<file path="config.mk">
export PLATFORM = sky130hd
export DESIGN_NAME = lfs_supervisor
export DESIGN_NICKNAME = d
export VERILOG_FILES = /design/src/hw/lfs_pkg.sv /design/src/hw/lfs_supervisor.sv
export SDC_FILE = /design/constraint.sdc
export NUM_CORES = 1
export LEC_CHECK = 0
export ABC_AREA = 0
export BUFFER_PORTS_ARGS = -buffer_cell sky130_fd_sc_hd__buf_2
export CORE_MARGIN = 2
export CORE_UTILIZATION = 45
export CTS_BUF_LIST = sky130_fd_sc_hd__clkbuf_8 sky130_fd_sc_hd__clkbuf_16
export CTS_CLUSTER_SIZE = 16
export DETAILED_ROUTE_END_ITERATION = 10
export PLACE_DENSITY = 0.61
export REMOVE_ABC_BUFFERS = 1
export SLEW_MARGIN = 40
export SYNTH_ARGS = -nofsm -noshare
export SYNTH_HDL_FRONTEND = slang
export SYNTH_SLANG_ARGS = --single-unit
</file>
<file path="constraint.sdc">
create_clock -name clk -period 3 [get_ports clk]
set_input_delay 0.45 -clock clk [delete_from_list [all_inputs] [get_ports clk]]
set_output_delay 0.45 -clock clk [all_outputs]
set_load 0.01 [all_outputs]
</file>
<file path="src/hw/lfs_pkg.sv">
package lfs_pkg;
   // Cycle counts at 100 MHz
   localparam int unsigned CLK_NS             = 10;
   localparam int unsigned SAMPLE_MS          = 1;
   localparam int unsigned SAMPLE_CYC_DEF     = SAMPLE_MS * 1000000 / CLK_NS;
   localparam int unsigned NEG_WINDOW_MS      = 10;
   localparam int unsigned NEG_WINDOW_SAMPLES = NEG_WINDOW_MS / SAMPLE_MS;
   localparam int unsigned POS_SLOPE_MS       = 2;
   localparam int unsigned POS_SLOPE_SAMPLES  = POS_SLOPE_MS / SAMPLE_MS;
   localparam int unsigned LINE_FAULT_CYC_DEF = 5000000;
   localparam int unsigned OV_BLANK_CYC_DEF   = 100;
   localparam int unsigned UNPLUG_CYC_DEF     = 2000000;
   localparam int unsigned OVP_FILT_CYC_DEF   = 100;
   localparam int unsigned OTP_FILT_CYC_DEF   = 100;
   localparam int unsigned OTP_BLANK_CYC_DEF  = 1000000;
   localparam int unsigned CNT_W              = 32;

   // Synchronised comparator levels
   typedef struct packed {
      logic line_low;
      logic line_high;
      logic line_ov;
      logic disch_end;
      logic slope;
      logic prot_ovp;
      logic prot_otp;
   } lfs_cmp_t;

   // Supply level events
   typedef struct packed {
      logic turn_on;
      logic reset_rise;
      logic off_mode_exit;
      logic skip_mode;
   } lfs_supply_t;

   // Fault status flags
   typedef struct packed {
      logic line_brownout;
      logic line_overvoltage_flag;
      logic discharging;
      logic ovp_fault;
      logic otp_fault;
      logic latched;
   } lfs_status_t;
endpackage

</file>
<file path="src/hw/lfs_supervisor.sv">
`timescale 1ns/100ps
// Operation
// - Line low longer than fault timer flags brown-out and stops driver pulses.
// - After line rises above high threshold, start waits for next supply turn-on.
// - Crossing below line low only starts the fault timer; short dropouts ride through.
// - Restart after stop needs positive slope detected over two sample periods.
// - Line over-voltage comparator is blanked; short excursions never flag a fault.
// - Qualified line OV flags and stops; when over, fault timer restarts then expires.
// - New line OV while fault timer runs pauses and then resets it.
// - Timer expiry after OV with line low waits for fresh brown-in.
// - Detected unplug enables discharge current through startup path.
// - Every accepted slope edge restarts unplug timer; expiry without one means DC input.
// - Negative slope edge counts only within 10 ms of last positive edge.
// - Discharge works in every mode and runs until discharge-end threshold.
// - During discharge switching stays terminated and startup is blocked.
// - Switch only inside protection window; stop after filter delay outside it.
// - Build option picks latch or auto-recovery separately for OVP and OTP.
// - During startup blanking ignore OTP and drive boosted sense current.
// - Protection enable set at supply reset rise and on resuming, not hysteretic OTP.
// - Temperature sense current is off whenever gate drivers stop switching, except during startup blanking.
// - Build option keeps protection monitoring active during skip mode.
// - Hysteretic OTP stops below low threshold, resumes above high threshold.
// - Restart from off-mode skips the over-temperature evaluation.
// - Latched state holds until supply reset or line re-plug detected.
module lfs_supervisor #(
   parameter int unsigned LINE_FAULT_CYC = lfs_pkg::LINE_FAULT_CYC_DEF,
   parameter int unsigned OV_BLANK_CYC   = lfs_pkg::OV_BLANK_CYC_DEF,
   parameter int unsigned UNPLUG_CYC     = lfs_pkg::UNPLUG_CYC_DEF,
   parameter int unsigned SAMPLE_CYC     = lfs_pkg::SAMPLE_CYC_DEF,
   parameter int unsigned OVP_FILT_CYC   = lfs_pkg::OVP_FILT_CYC_DEF,
   parameter int unsigned OTP_FILT_CYC   = lfs_pkg::OTP_FILT_CYC_DEF,
   parameter int unsigned OTP_BLANK_CYC  = lfs_pkg::OTP_BLANK_CYC_DEF,
   parameter bit          OVP_LATCH      = 1'b1,
   parameter bit          OTP_LATCH      = 1'b1,
   parameter bit          OTP_HYST       = 1'b0,
   parameter bit          SKIP_MONITOR   = 1'b0
) (
   // Clock and reset
   input  wire logic                clk,
   input  wire logic                rstn,
   // Comparator levels and supply events
   input  wire lfs_pkg::lfs_cmp_t   cmp_in,
   input  wire lfs_pkg::lfs_supply_t supply,
   // Auto-recovery timer done, from supply logic
   input  wire logic                recovery_done,
   // Controls and status
   output logic                     switch_en_r,
   output logic                     discharge_en_r,
   output logic                     protection_enable_r,
   output logic                     temp_sense_en_r,
   output logic                     temp_sense_boost_r,
   output logic                     recovery_start_r,
   output lfs_pkg::lfs_status_t     status_r
);
   localparam int unsigned W = lfs_pkg::CNT_W;

   // Two-flop synchronisers
   lfs_pkg::lfs_cmp_t s1_r, cs;
   always_ff @(posedge clk or negedge rstn)
      if (!rstn)
      begin
         s1_r <= '0;
         cs   <= '0;
      end
      else
      begin
         s1_r <= cmp_in;
         cs   <= s1_r;
      end

   // Slope edge and sample tick
   logic          slope_d_r;
   logic [W-1:0]  samp_r;
   logic          tick;
   logic          pos_edge;
   logic          neg_edge;
   assign tick     = (samp_r == W'(SAMPLE_CYC - 1));
   assign pos_edge = cs.slope & ~slope_d_r;
   assign neg_edge = ~cs.slope & slope_d_r;
   always_ff @(posedge clk or negedge rstn)
      if (!rstn)
      begin
         slope_d_r <= 1'b0;
         samp_r    <= '0;
      end
      else
      begin
         slope_d_r <= cs.slope;
         samp_r    <= tick ? '0 : samp_r + W'(1);
      end

   // Negative edges accepted only in window after positive edge
   logic [7:0] negwin_r;
   logic       edge_ok;
   assign edge_ok = pos_edge | (neg_edge && negwin_r != 8'h00);
   always_ff @(posedge clk or negedge rstn)
      if (!rstn)
         negwin_r <= 8'h00;
      else if (pos_edge)
         negwin_r <= 8'(lfs_pkg::NEG_WINDOW_SAMPLES);
      else if (tick && negwin_r != 8'h00)
         negwin_r <= negwin_r - 8'h01;

   // Unplug timer and discharge control
   logic [W-1:0] unplug_r;
   always_ff @(posedge clk or negedge rstn)
      if (!rstn)
      begin
         unplug_r       <= '0;
         discharge_en_r <= 1'b0;
      end
      else
      begin
         if (edge_ok)
            unplug_r <= '0;
         else if (unplug_r != W'(UNPLUG_CYC))
            unplug_r <= unplug_r + W'(1);
         if (cs.disch_end)
            discharge_en_r <= 1'b0;
         else if (unplug_r == W'(UNPLUG_CYC - 1) && !edge_ok)
            discharge_en_r <= 1'b1;
      end

   // Positive slope seen over two sample periods
   logic [1:0] posrun_r;
   logic       pos_in_per_r;
   logic       slope_ok;
   assign slope_ok = (posrun_r == 2'(lfs_pkg::POS_SLOPE_SAMPLES));
   always_ff @(posedge clk or negedge rstn)
      if (!rstn)
      begin
         posrun_r     <= 2'd0;
         pos_in_per_r <= 1'b0;
      end
      else if (!switch_en_r && tick)
      begin
         pos_in_per_r <= 1'b0;
         if (pos_in_per_r || pos_edge)
            posrun_r <= slope_ok ? posrun_r : posrun_r + 2'd1;
         else
            posrun_r <= 2'd0;
      end
      else
      begin
         pos_in_per_r <= pos_in_per_r | pos_edge;
         if (switch_en_r)
            posrun_r <= 2'd0;
      end

   // Line overvoltage blanking
   logic [W-1:0] ovb_r;
   logic         line_ov_q;
   assign line_ov_q = (ovb_r == W'(OV_BLANK_CYC));
   always_ff @(posedge clk or negedge rstn)
      if (!rstn)
         ovb_r <= '0;
      else if (!cs.line_ov)
         ovb_r <= '0;
      else if (!line_ov_q)
         ovb_r <= ovb_r + W'(1);

   // Shared line fault timer, brown-out and line OV flags
   logic [W-1:0] lft_r;
   logic         bo_arm_r;
   logic         lft_done;
   assign lft_done = (lft_r == W'(LINE_FAULT_CYC));
   always_ff @(posedge clk or negedge rstn)
      if (!rstn)
      begin
         lft_r    <= '0;
         bo_arm_r <= 1'b0;
         status_r.line_brownout         <= 1'b1;
         status_r.line_overvoltage_flag <= 1'b0;
      end
      else if (line_ov_q)
      begin
         status_r.line_overvoltage_flag <= 1'b1;
         lft_r    <= '0;
         bo_arm_r <= 1'b0;
      end
      else if (status_r.line_overvoltage_flag)
      begin
         if (cs.line_ov)
            lft_r <= lft_r;
         else if (!lft_done)
            lft_r <= lft_r + W'(1);
         else
         begin
            status_r.line_overvoltage_flag <= 1'b0;
            lft_r <= '0;
            if (cs.line_low)
               status_r.line_brownout <= 1'b1;
         end
      end
      else if (cs.line_high)
      begin
         status_r.line_brownout <= 1'b0;
         lft_r    <= '0;
         bo_arm_r <= 1'b0;
      end
      else if (cs.line_low && !status_r.line_brownout)
      begin
         bo_arm_r <= 1'b1;
         if (lft_done)
            status_r.line_brownout <= 1'b1;
         else
            lft_r <= lft_r + W'(1);
      end
      else if (bo_arm_r && !cs.line_low)
      begin
         bo_arm_r <= 1'b0;
         lft_r    <= '0;
      end

   // Brown-out and line OV keep the drivers stopped
   a_brownout_stops : assert property (
      @(posedge clk) disable iff (!rstn)
      status_r.line_brownout |=> !switch_en_r)
      else $error("switching during brown-out");
   a_line_ov_stops : assert property (
      @(posedge clk) disable iff (!rstn)
      status_r.line_overvoltage_flag |=> !switch_en_r)
      else $error("switching during line over-voltage");
   // Line OV flag only rises after a full blanking span
   a_line_ov_blanked : assert property (
      @(posedge clk) disable iff (!rstn)
      $rose(status_r.line_overvoltage_flag) |-> $past(line_ov_q))
      else $error("line over-voltage flagged without blanking");

   // Protection window filters
   logic [W-1:0] ovpf_r;
   logic [W-1:0] otpf_r;
   logic [W-1:0] blank_r;
   logic         monitor;
   logic         blanking;
   logic         ovp_q;
   logic         otp_q;
   logic         otp_skip_r;
   assign monitor  = protection_enable_r
                     && (!supply.skip_mode || SKIP_MONITOR);
   assign blanking = (blank_r != '0);
   assign ovp_q    = (ovpf_r == W'(OVP_FILT_CYC));
   assign otp_q    = (otpf_r == W'(OTP_FILT_CYC));
   always_ff @(posedge clk or negedge rstn)
      if (!rstn)
      begin
         ovpf_r <= '0;
         otpf_r <= '0;
      end
      else
      begin
         if (!monitor || !cs.prot_ovp)
            ovpf_r <= '0;
         else if (!ovp_q)
            ovpf_r <= ovpf_r + W'(1);
         if (!monitor || !cs.prot_otp || blanking || otp_skip_r)
            otpf_r <= '0;
         else if (!otp_q)
            otpf_r <= otpf_r + W'(1);
      end

   // Startup temperature blanking and off-mode OTP skip
   always_ff @(posedge clk or negedge rstn)
      if (!rstn)
      begin
         blank_r    <= '0;
         otp_skip_r <= 1'b0;
      end
      else
      begin
         if (supply.reset_rise)
            blank_r <= W'(OTP_BLANK_CYC);
         else if (blanking)
            blank_r <= blank_r - W'(1);
         if (supply.off_mode_exit)
            otp_skip_r <= 1'b1;
         else if (supply.reset_rise)
            otp_skip_r <= 1'b0;
      end

   // Startup blanking boosts the sense current and mutes OTP
   a_boost_in_blank : assert property (
      @(posedge clk) disable iff (!rstn)
      blanking |=> temp_sense_boost_r && otpf_r == '0)
      else $error("no boost or OTP not muted in blanking");
   // Sense current follows the drivers outside blanking
   a_sense_off_idle : assert property (
      @(posedge clk) disable iff (!rstn)
      !switch_en_r && !blanking |=> !temp_sense_en_r)
      else $error("temperature sense on while stopped");

   // Protection fault, latch and hysteretic OTP
   logic hyst_r;
   always_ff @(posedge clk or negedge rstn)
      if (!rstn)
      begin
         status_r.ovp_fault <= 1'b0;
         status_r.otp_fault <= 1'b0;
         status_r.latched   <= 1'b0;
         recovery_start_r   <= 1'b0;
         hyst_r             <= 1'b0;
      end
      else
      begin
         recovery_start_r <= 1'b0;
         // Clear first so a fresh hysteretic trip in the same cycle wins
         if (hyst_r && !cs.prot_otp)
            hyst_r <= 1'b0;
         if (supply.reset_rise || (status_r.latched && discharge_en_r))
         begin
            status_r.latched   <= 1'b0;
            status_r.ovp_fault <= 1'b0;
            status_r.otp_fault <= 1'b0;
         end
         else if (ovp_q && !status_r.ovp_fault)
         begin
            status_r.ovp_fault <= 1'b1;
            status_r.latched   <= status_r.latched | OVP_LATCH;
            recovery_start_r   <= !OVP_LATCH;
         end
         else if (otp_q && OTP_HYST)
            hyst_r <= 1'b1;
         else if (otp_q && !status_r.otp_fault)
         begin
            status_r.otp_fault <= 1'b1;
            status_r.latched   <= status_r.latched | OTP_LATCH;
            recovery_start_r   <= !OTP_LATCH;
         end
         else if (recovery_done && !status_r.latched)
         begin
            status_r.ovp_fault <= 1'b0;
            status_r.otp_fault <= 1'b0;
         end
      end

   // Latch holds until supply reset or re-plug cue
   a_latch_holds : assert property (
      @(posedge clk) disable iff (!rstn)
      status_r.latched && !supply.reset_rise && !discharge_en_r
      |=> status_r.latched)
      else $error("latch released without reset or re-plug");

   // Switching permission, protection enable and sense current
   logic run_ok;
   logic may_start_r;
   assign run_ok = !status_r.line_brownout
                   && !status_r.line_overvoltage_flag
                   && !discharge_en_r
                   && !status_r.ovp_fault && !status_r.otp_fault
                   && !status_r.latched && !hyst_r;
   always_ff @(posedge clk or negedge rstn)
      if (!rstn)
      begin
         switch_en_r         <= 1'b0;
         may_start_r         <= 1'b0;
         protection_enable_r <= 1'b0;
         temp_sense_en_r     <= 1'b0;
         temp_sense_boost_r  <= 1'b0;
         status_r.discharging <= 1'b0;
      end
      else
      begin
         status_r.discharging <= discharge_en_r;
         if (!run_ok)
            may_start_r <= 1'b0;
         else if (supply.turn_on && slope_ok)
            may_start_r <= 1'b1;
         if (!run_ok)
            switch_en_r <= 1'b0;
         else if (hyst_r == 1'b0 && switch_en_r == 1'b0 && may_start_r)
            switch_en_r <= 1'b1;
         if (supply.reset_rise)
            protection_enable_r <= 1'b1;
         else if (!switch_en_r && run_ok && may_start_r && !hyst_r)
            protection_enable_r <= 1'b1;
         temp_sense_en_r    <= switch_en_r || blanking;
         temp_sense_boost_r <= blanking;
      end

   a_discharge_stops : assert property (
      @(posedge clk) disable iff (!rstn)
      discharge_en_r |=> !switch_en_r)
      else $error("switching during discharge");
endmodule // lfs_supervisor

</file>
Word-level counts from Yosys, hierarchy flattened
Cells that the tools add are included.
Word-level totals
  register bits: 264
  bits of input ports: 14
  output and inout port bits: 12
  word-level logic and storage cells: 198
Operators by class
  add/sub/neg operators: 9
  equality and inequality tests: 22
  mux-type cells: 58
  bitwise gates (word level): 8
  reductions and logical operators: 62
Operator list (count)
  2-to-1 mux 32 bit: 19
  adder 32 x 1 -> 32 bit (second input constant): 6
  == test 32 x 7 -> 1 bit (second input constant): 3
  == test 32 x 17 -> 1 bit (second input constant): 1
  == test 32 x 21 -> 1 bit (second input constant): 1
  == test 32 x 23 -> 1 bit (second input constant): 1
  != test 32 x 21 -> 1 bit (second input constant): 1
  nonzero test 32 bit: 1
  subtractor 32 x 1 -> 32 bit (second input constant): 1
  2-to-1 mux 1 bit: 29
  logical AND 1 bit: 20
  2-to-1 mux 8 bit: 2
  nonzero test 2 bit: 8
  2-to-1 mux 2 bit: 7
  != test 2 x 1 -> 1 bit (second input constant): 7
  logical NOT 1 bit: 13
  nonzero test 3 bit: 4
  AND reduction 2 bit: 4
  nonzero test 8 bit: 1
  subtractor 8 x 1 -> 8 bit (second input constant): 1
  logical OR 1 bit: 7
  != test 2 bit (second input constant): 3
  != test 3 bit (second input constant): 2
  AND reduction 6 bit: 1
  other kinds (11): 16

Logic depth before layout (Yosys ltp)
  depth in word-level cells: 10
  gate-level depth with buffers: 11
  gate-level depth less buffers: 8

Worst setup path before layout
No wires, ideal clock.
  path type: register -> register
  start point: reg ovb_r[0]
  end point: reg lft_r[7]
  setup time: 0.120 ns
  arrival: 2.047 ns
  data required time: 2.880 ns
  slack: 0.833 ns
  stages on the path, launching flop included: 11
  buffers on the path: 2
  clock period less this slack: 2.167 ns
  path through: dfrtp_1 inv_1 ha_1 nor4b_1 nand4_1 or2_1 buf_6 o311a_4 buf_6 o311a_1 a41o_1
On the way
  word-level cells in the longest chain between the ends: 3
RTL lines
  start: declaration: line lfs_supervisor.sv:151  | logic [W-1:0] ovb_r;
  start signal: assignment: line lfs_supervisor.sv:160  | ovb_r <= ovb_r + W'(1);
  == test 32 x 7 -> 1 bit *: line lfs_supervisor.sv:153  | assign line_ov_q = (ovb_r == W'(OV_BLANK_CYC));
  != test 5 bit (no source line), or another cell as far along
  AND reduction 3 bit (no source line)
  end signal: assignment: line lfs_supervisor.sv:184  | lft_r <= lft_r;
  end signal: assignment: line lfs_supervisor.sv:186  | lft_r <= lft_r + W'(1);
  end signal: assignment: line lfs_supervisor.sv:207  | lft_r <= lft_r + W'(1);
  end: declaration: line lfs_supervisor.sv:163  | logic [W-1:0] lft_r;
Mark *: on every way between the ends. The rest lies on a longest branch, timed or not.
A chain may end at the register's enable or synchronous reset.

Final worst setup path
Ends and elaborated chain as after synthesis.

==> impl_summary.md <==
Outcome
The run finished with clean final reports.

Drt
The first TritonRoute pass finished after 5 iterations. The detailed-route wire length per cell is about 15 um. After detailed routing, the number of vias per cell comes to 5.47. The post-route DRC violation count is 0. The detailed router finished its first iteration with between 600 and 700 violations. The final antenna-violating net count is 0. Detailed routing inserted a total of just under 10,000 vias. The final layout contains routed wiring with a total length of ~27,000 um.

Floorplan
The die is roughly 170 um wide. The region available for standard cell placement spans 28,800 um^2. The floorplan step defined a die boundary enclosing 30,600 um^2. The initial standard-cell utilization of the core is 0.457. The die boundary height is ~170 um. The number of top-level pins is 26. Row generation in the floorplan step produced 62 rows.

Timing
The remaining max-slew budget at the tightest pin is 0.480. The final count of pins violating max slew came to 0. Counting I/O delays and the setup requirement, the final critical path takes 2.51 ns. Setup violations remaining at the end of the flow were counted as 0. Setup repair after global routing left no endpoint under its margin. The share of the clock period used by the worst path after layout is 0.838.

The hold violation total from the final report is 0. For the pin with the worst max-slew slack, the measured transition is approximately 0.77 ns. The worst clock skew is around 0.011 ns. The sum of negative setup slack is 0 ns. The maximum clock rate is 398 MHz.

Flow run
The number of max-cap violations is 0.

Critical path
The type of origin of the critical path is a flop. The maximum net fanout on the critical path is 16. The worst setup path startpoint is ovb_r[0]$_DFFE_PN0P_. The data required time of the worst path is about 3.4 ns. The worst flop-to-flop path endpoint is lft_r[7]$_DFFE_PN0P_. The worst reg2reg path depth is 8. The launching point of the worst reg2reg path is ovb_r[0]$_DFFE_PN0P_.

The worst register-to-register path has a setup slack of ~0.49 ns. STA classifies the critical path endpoint as a flop. The termination of the worst setup path is lft_r[7]$_DFFE_PN0P_. The worst setup path is of the reg2reg kind.

The arrival time reported for the critical path endpoint is 2.96 ns.

Synthesis
The top flip-flop cell by instance count after synthesis is sky130_fd_sc_hd__dfrtp_1. A synthesized cell averages about 9.7 um^2. In this run, synthesis inferred 0 flip-flops with an integrated enable.

The total of warnings raised by yosys is 0. The netlist area before placement is 13,200 um^2. The cell count after synthesis came out at approximately 1,400. The share of synthesized area occupied by flip-flops and latches is 0.502. The share of synthesized registers carrying an async set or reset is 1.00. The count of unique library cells instantiated by Yosys is 70. The synthesized design contains between 200 and 300 register bits.

Final layout
In the final layout, the share of cells above drive strength 1 is 0.0932. The count of inserted antenna diode cells is 0. For this run, the share of the core covered by cells in the final layout is 0.521. After the last flow step, the layout net total stands at 1,431. Compared with the post-synthesis result, the final layout area differs by 13.9%. The fill cell instance count of the final layout is about 2,600.

Clock network
For the worst-skew pair, the clock arrives at the later sink with an insertion delay of around 0.56 ns. The number of H-tree levels is 1. The master cell of the clock root buffer is sky130_fd_sc_hd__clkbuf_16. The clock tree from TritonCTS is built. The clock buffer count from CTS is 30. After clock tree synthesis, the repair step resized 0 gates. Counting every sink on the clock net gives approximately 260. Clock-pin slew was measured on the worst setup and hold paths at around 0.06 ns. The clock tree buffer depth is 3.

Pwr
The total power per unit cell area is 526 nW/um^2. The worst-case IR drop observed on VDD is about 440 uV. In this run the static leakage power is slightly above 0.006 uW.

Global routing
The number of antenna violations at the first check in global routing was 0. For this run the aggregate overflow at the end of global routing stands at 0. The global-route wire length before repair is 47,200 um. The number of global-route vias before repair came to approximately 9,800. The maximum number of pins on one net before global-route repair is slightly below 80. The total track usage is 0.180.

Place
The routability congestion estimate from global placement is 0.813. Detailed placement finished with a half-perimeter wire length of 17,400 um. The count of buffers added on input and output ports is 24.

Worst hold path
The path class of the lowest-slack min-delay path is in2reg.
## cell usage after synthesis (all sizes together), types with 2 or more instances
| library cell | instances | area [um^2] |
|---|---|---|
| or3b | 3 | 26.3 |
| o21ai | 47 | 235 |
| nor4bb | 7 | 70.1 |
| a311oi | 3 | 26.3 |
| xnor2 | 65 | 569 |
| nand4b | 4 | 41.3 |
| a22o | 2 | 17.5 |
| buf | 8 | 55.1 |
| mux2i | 4 | 40.0 |
| and4b | 2 | 20.0 |
| a211oi | 2 | 15.0 |
| or3 | 36 | 225 |
| o21ba | 2 | 20.0 |
| nor2 | 190 | 716 |
| or2 | 9 | 56.3 |
| nor4 | 46 | 413 |
| a41oi | 2 | 17.5 |
| dfrtp | 263 | 6580 |
| nand4 | 57 | 357 |
| ha | 14 | 175 |
| a31oi | 7 | 43.8 |
| nand2b | 14 | 87.6 |
| a21oi | 53 | 265 |
| nand3b | 10 | 75.1 |
| nor3 | 34 | 180 |
| and3 | 22 | 138 |
| and2 | 10 | 62.6 |
| and4 | 15 | 131 |
| o31ai | 7 | 52.6 |
| o22ai | 3 | 18.8 |
| xor2 | 96 | 841 |
| inv | 48 | 180 |
| o211ai | 3 | 22.5 |
| nor2b | 9 | 56.3 |
| nor4b | 14 | 129 |
| nand3 | 74 | 375 |
| a21o | 3 | 22.5 |
| o311a | 2 | 31.3 |
| clkbuf | 24 | 91.3 |
| or4 | 14 | 105 |
| nor3b | 5 | 42.5 |
| nand2 | 107 | 404 |
## power breakdown
| part | switching, uW | internal [uW] |
|---|---|---|
| clock network | 1500 | 2410 |
| logic | 209 | 111 |
| registers | 52.7 | 3610 |
## worst min-delay path by stage
stage | startpoint | end | slack, ns | depth (start not counted)
finish | supply[1] | otp_skip_r$_DFFE_PN0P_ | 0.08 | 2
global placement | s1_r[0]$_DFF_PN0_ | cs[0]$_DFF_PN0_ | 0.33 | 0
floorplan | rstn | blank_r[0]$_DFFE_PN0P_ | 0.15 | 0
CTS | supply[1] | otp_skip_r$_DFFE_PN0P_ | 0.05 | 2
detailed placement | s1_r[1]$_DFF_PN0_ | cs[1]$_DFF_PN0_ | 0.34 | 0
global route | supply[1] | otp_skip_r$_DFFE_PN0P_ | 0.07 | 2
## final cells by class
class                      count  area [um^2]  area share
clock buffer                  36          833      0.0556
clock inverter                20          254      0.0170
inverter                      48          180      0.0120
multi-input combinational   1007         6230       0.416
sequential                   264         6610       0.441
tap                          384          480      0.0321
timing repair buffer          52          398      0.0266
## sequential cells by signal, summed over array words and instances (netlist names)
register             flops
ovb_r                   32
otpf_r                  32
pos_in_per_r             1
switch_en_r              1
temp_sense_boost_r       1
posrun_r                 2
bo_arm_r                 1
s1_r                     7
cs                       7
blank_r                 32
discharge_en_r           1
may_start_r              1
temp_sense_en_r          1
unplug_r                32
samp_r                  32
lft_r                   32
negwin_r                 8
status_r                 6
protection_enable_r      1
slope_d_r                1
ovpf_r                  32
otp_skip_r               1
## logic make-up after synthesis
kind of cell | count (synthesis) | synth area share
simple gates | 683 | 0.283
compound gates | 144 | 0.0660
fa+ha+maj | 14 | 0.0133
flops | 264 | 0.502
xor+xnor | 161 | 0.107
buf+inv | 80 | 0.0248
mux | 4 | 0.00304
other cells | 1 | 0.000285
## layout by cell type (no fill, tap or decap), drive strengths merged, types with 44 or more instances in the layout
master  count
xor2       96
nand2     107
dfrtp     263
nand3      74
inv        54
nor2      190
nor4       46
xnor2      65
buf        44
o21ai      47
a21oi      53
nand4      57
## per-stage QoR
step                std cells  cell area (um^2)  setup slack, ns  total power, uW  hold WS [ns]
floorplan                1319             13000            0.343             3870         0.154
global placement         1747             13800            0.593             4040         0.332
detailed placement       1747             13800            0.451             4040         0.336
CTS                      1811             15000            0.444             8010        0.0462
global route             1811             15000            0.238             8210        0.0711
finish                   1811             15000            0.485             7880        0.0775
## per-layer routing
metal,vias up,GRT usage,wire (um)
met5,-,0,0
met4,0,0.0382,503
met3,37,0.0239,816
met2,145,0.292,12300
met1,4845,0.260,13000
li1,4878,-,-
## worst max-delay path, cell delays in order, from the launching register on
cell                      delay, ns
sky130_fd_sc_hd__dfrtp_1       0.42
sky130_fd_sc_hd__inv_1         0.11
sky130_fd_sc_hd__ha_1          0.15
sky130_fd_sc_hd__nor4b_1       0.21
sky130_fd_sc_hd__nand4_1       0.14
sky130_fd_sc_hd__nor2_1        0.45
sky130_fd_sc_hd__a221o_1       0.58
sky130_fd_sc_hd__nor2_1        0.08
sky130_fd_sc_hd__a41o_1        0.26
## timing repair
action                    in CTS  in global routing
buffers inserted               0                  0
hold endpoints to repair      58                  0
hold buffers                   8                  0
Note: power is estimated with default switching activity, not from simulation.
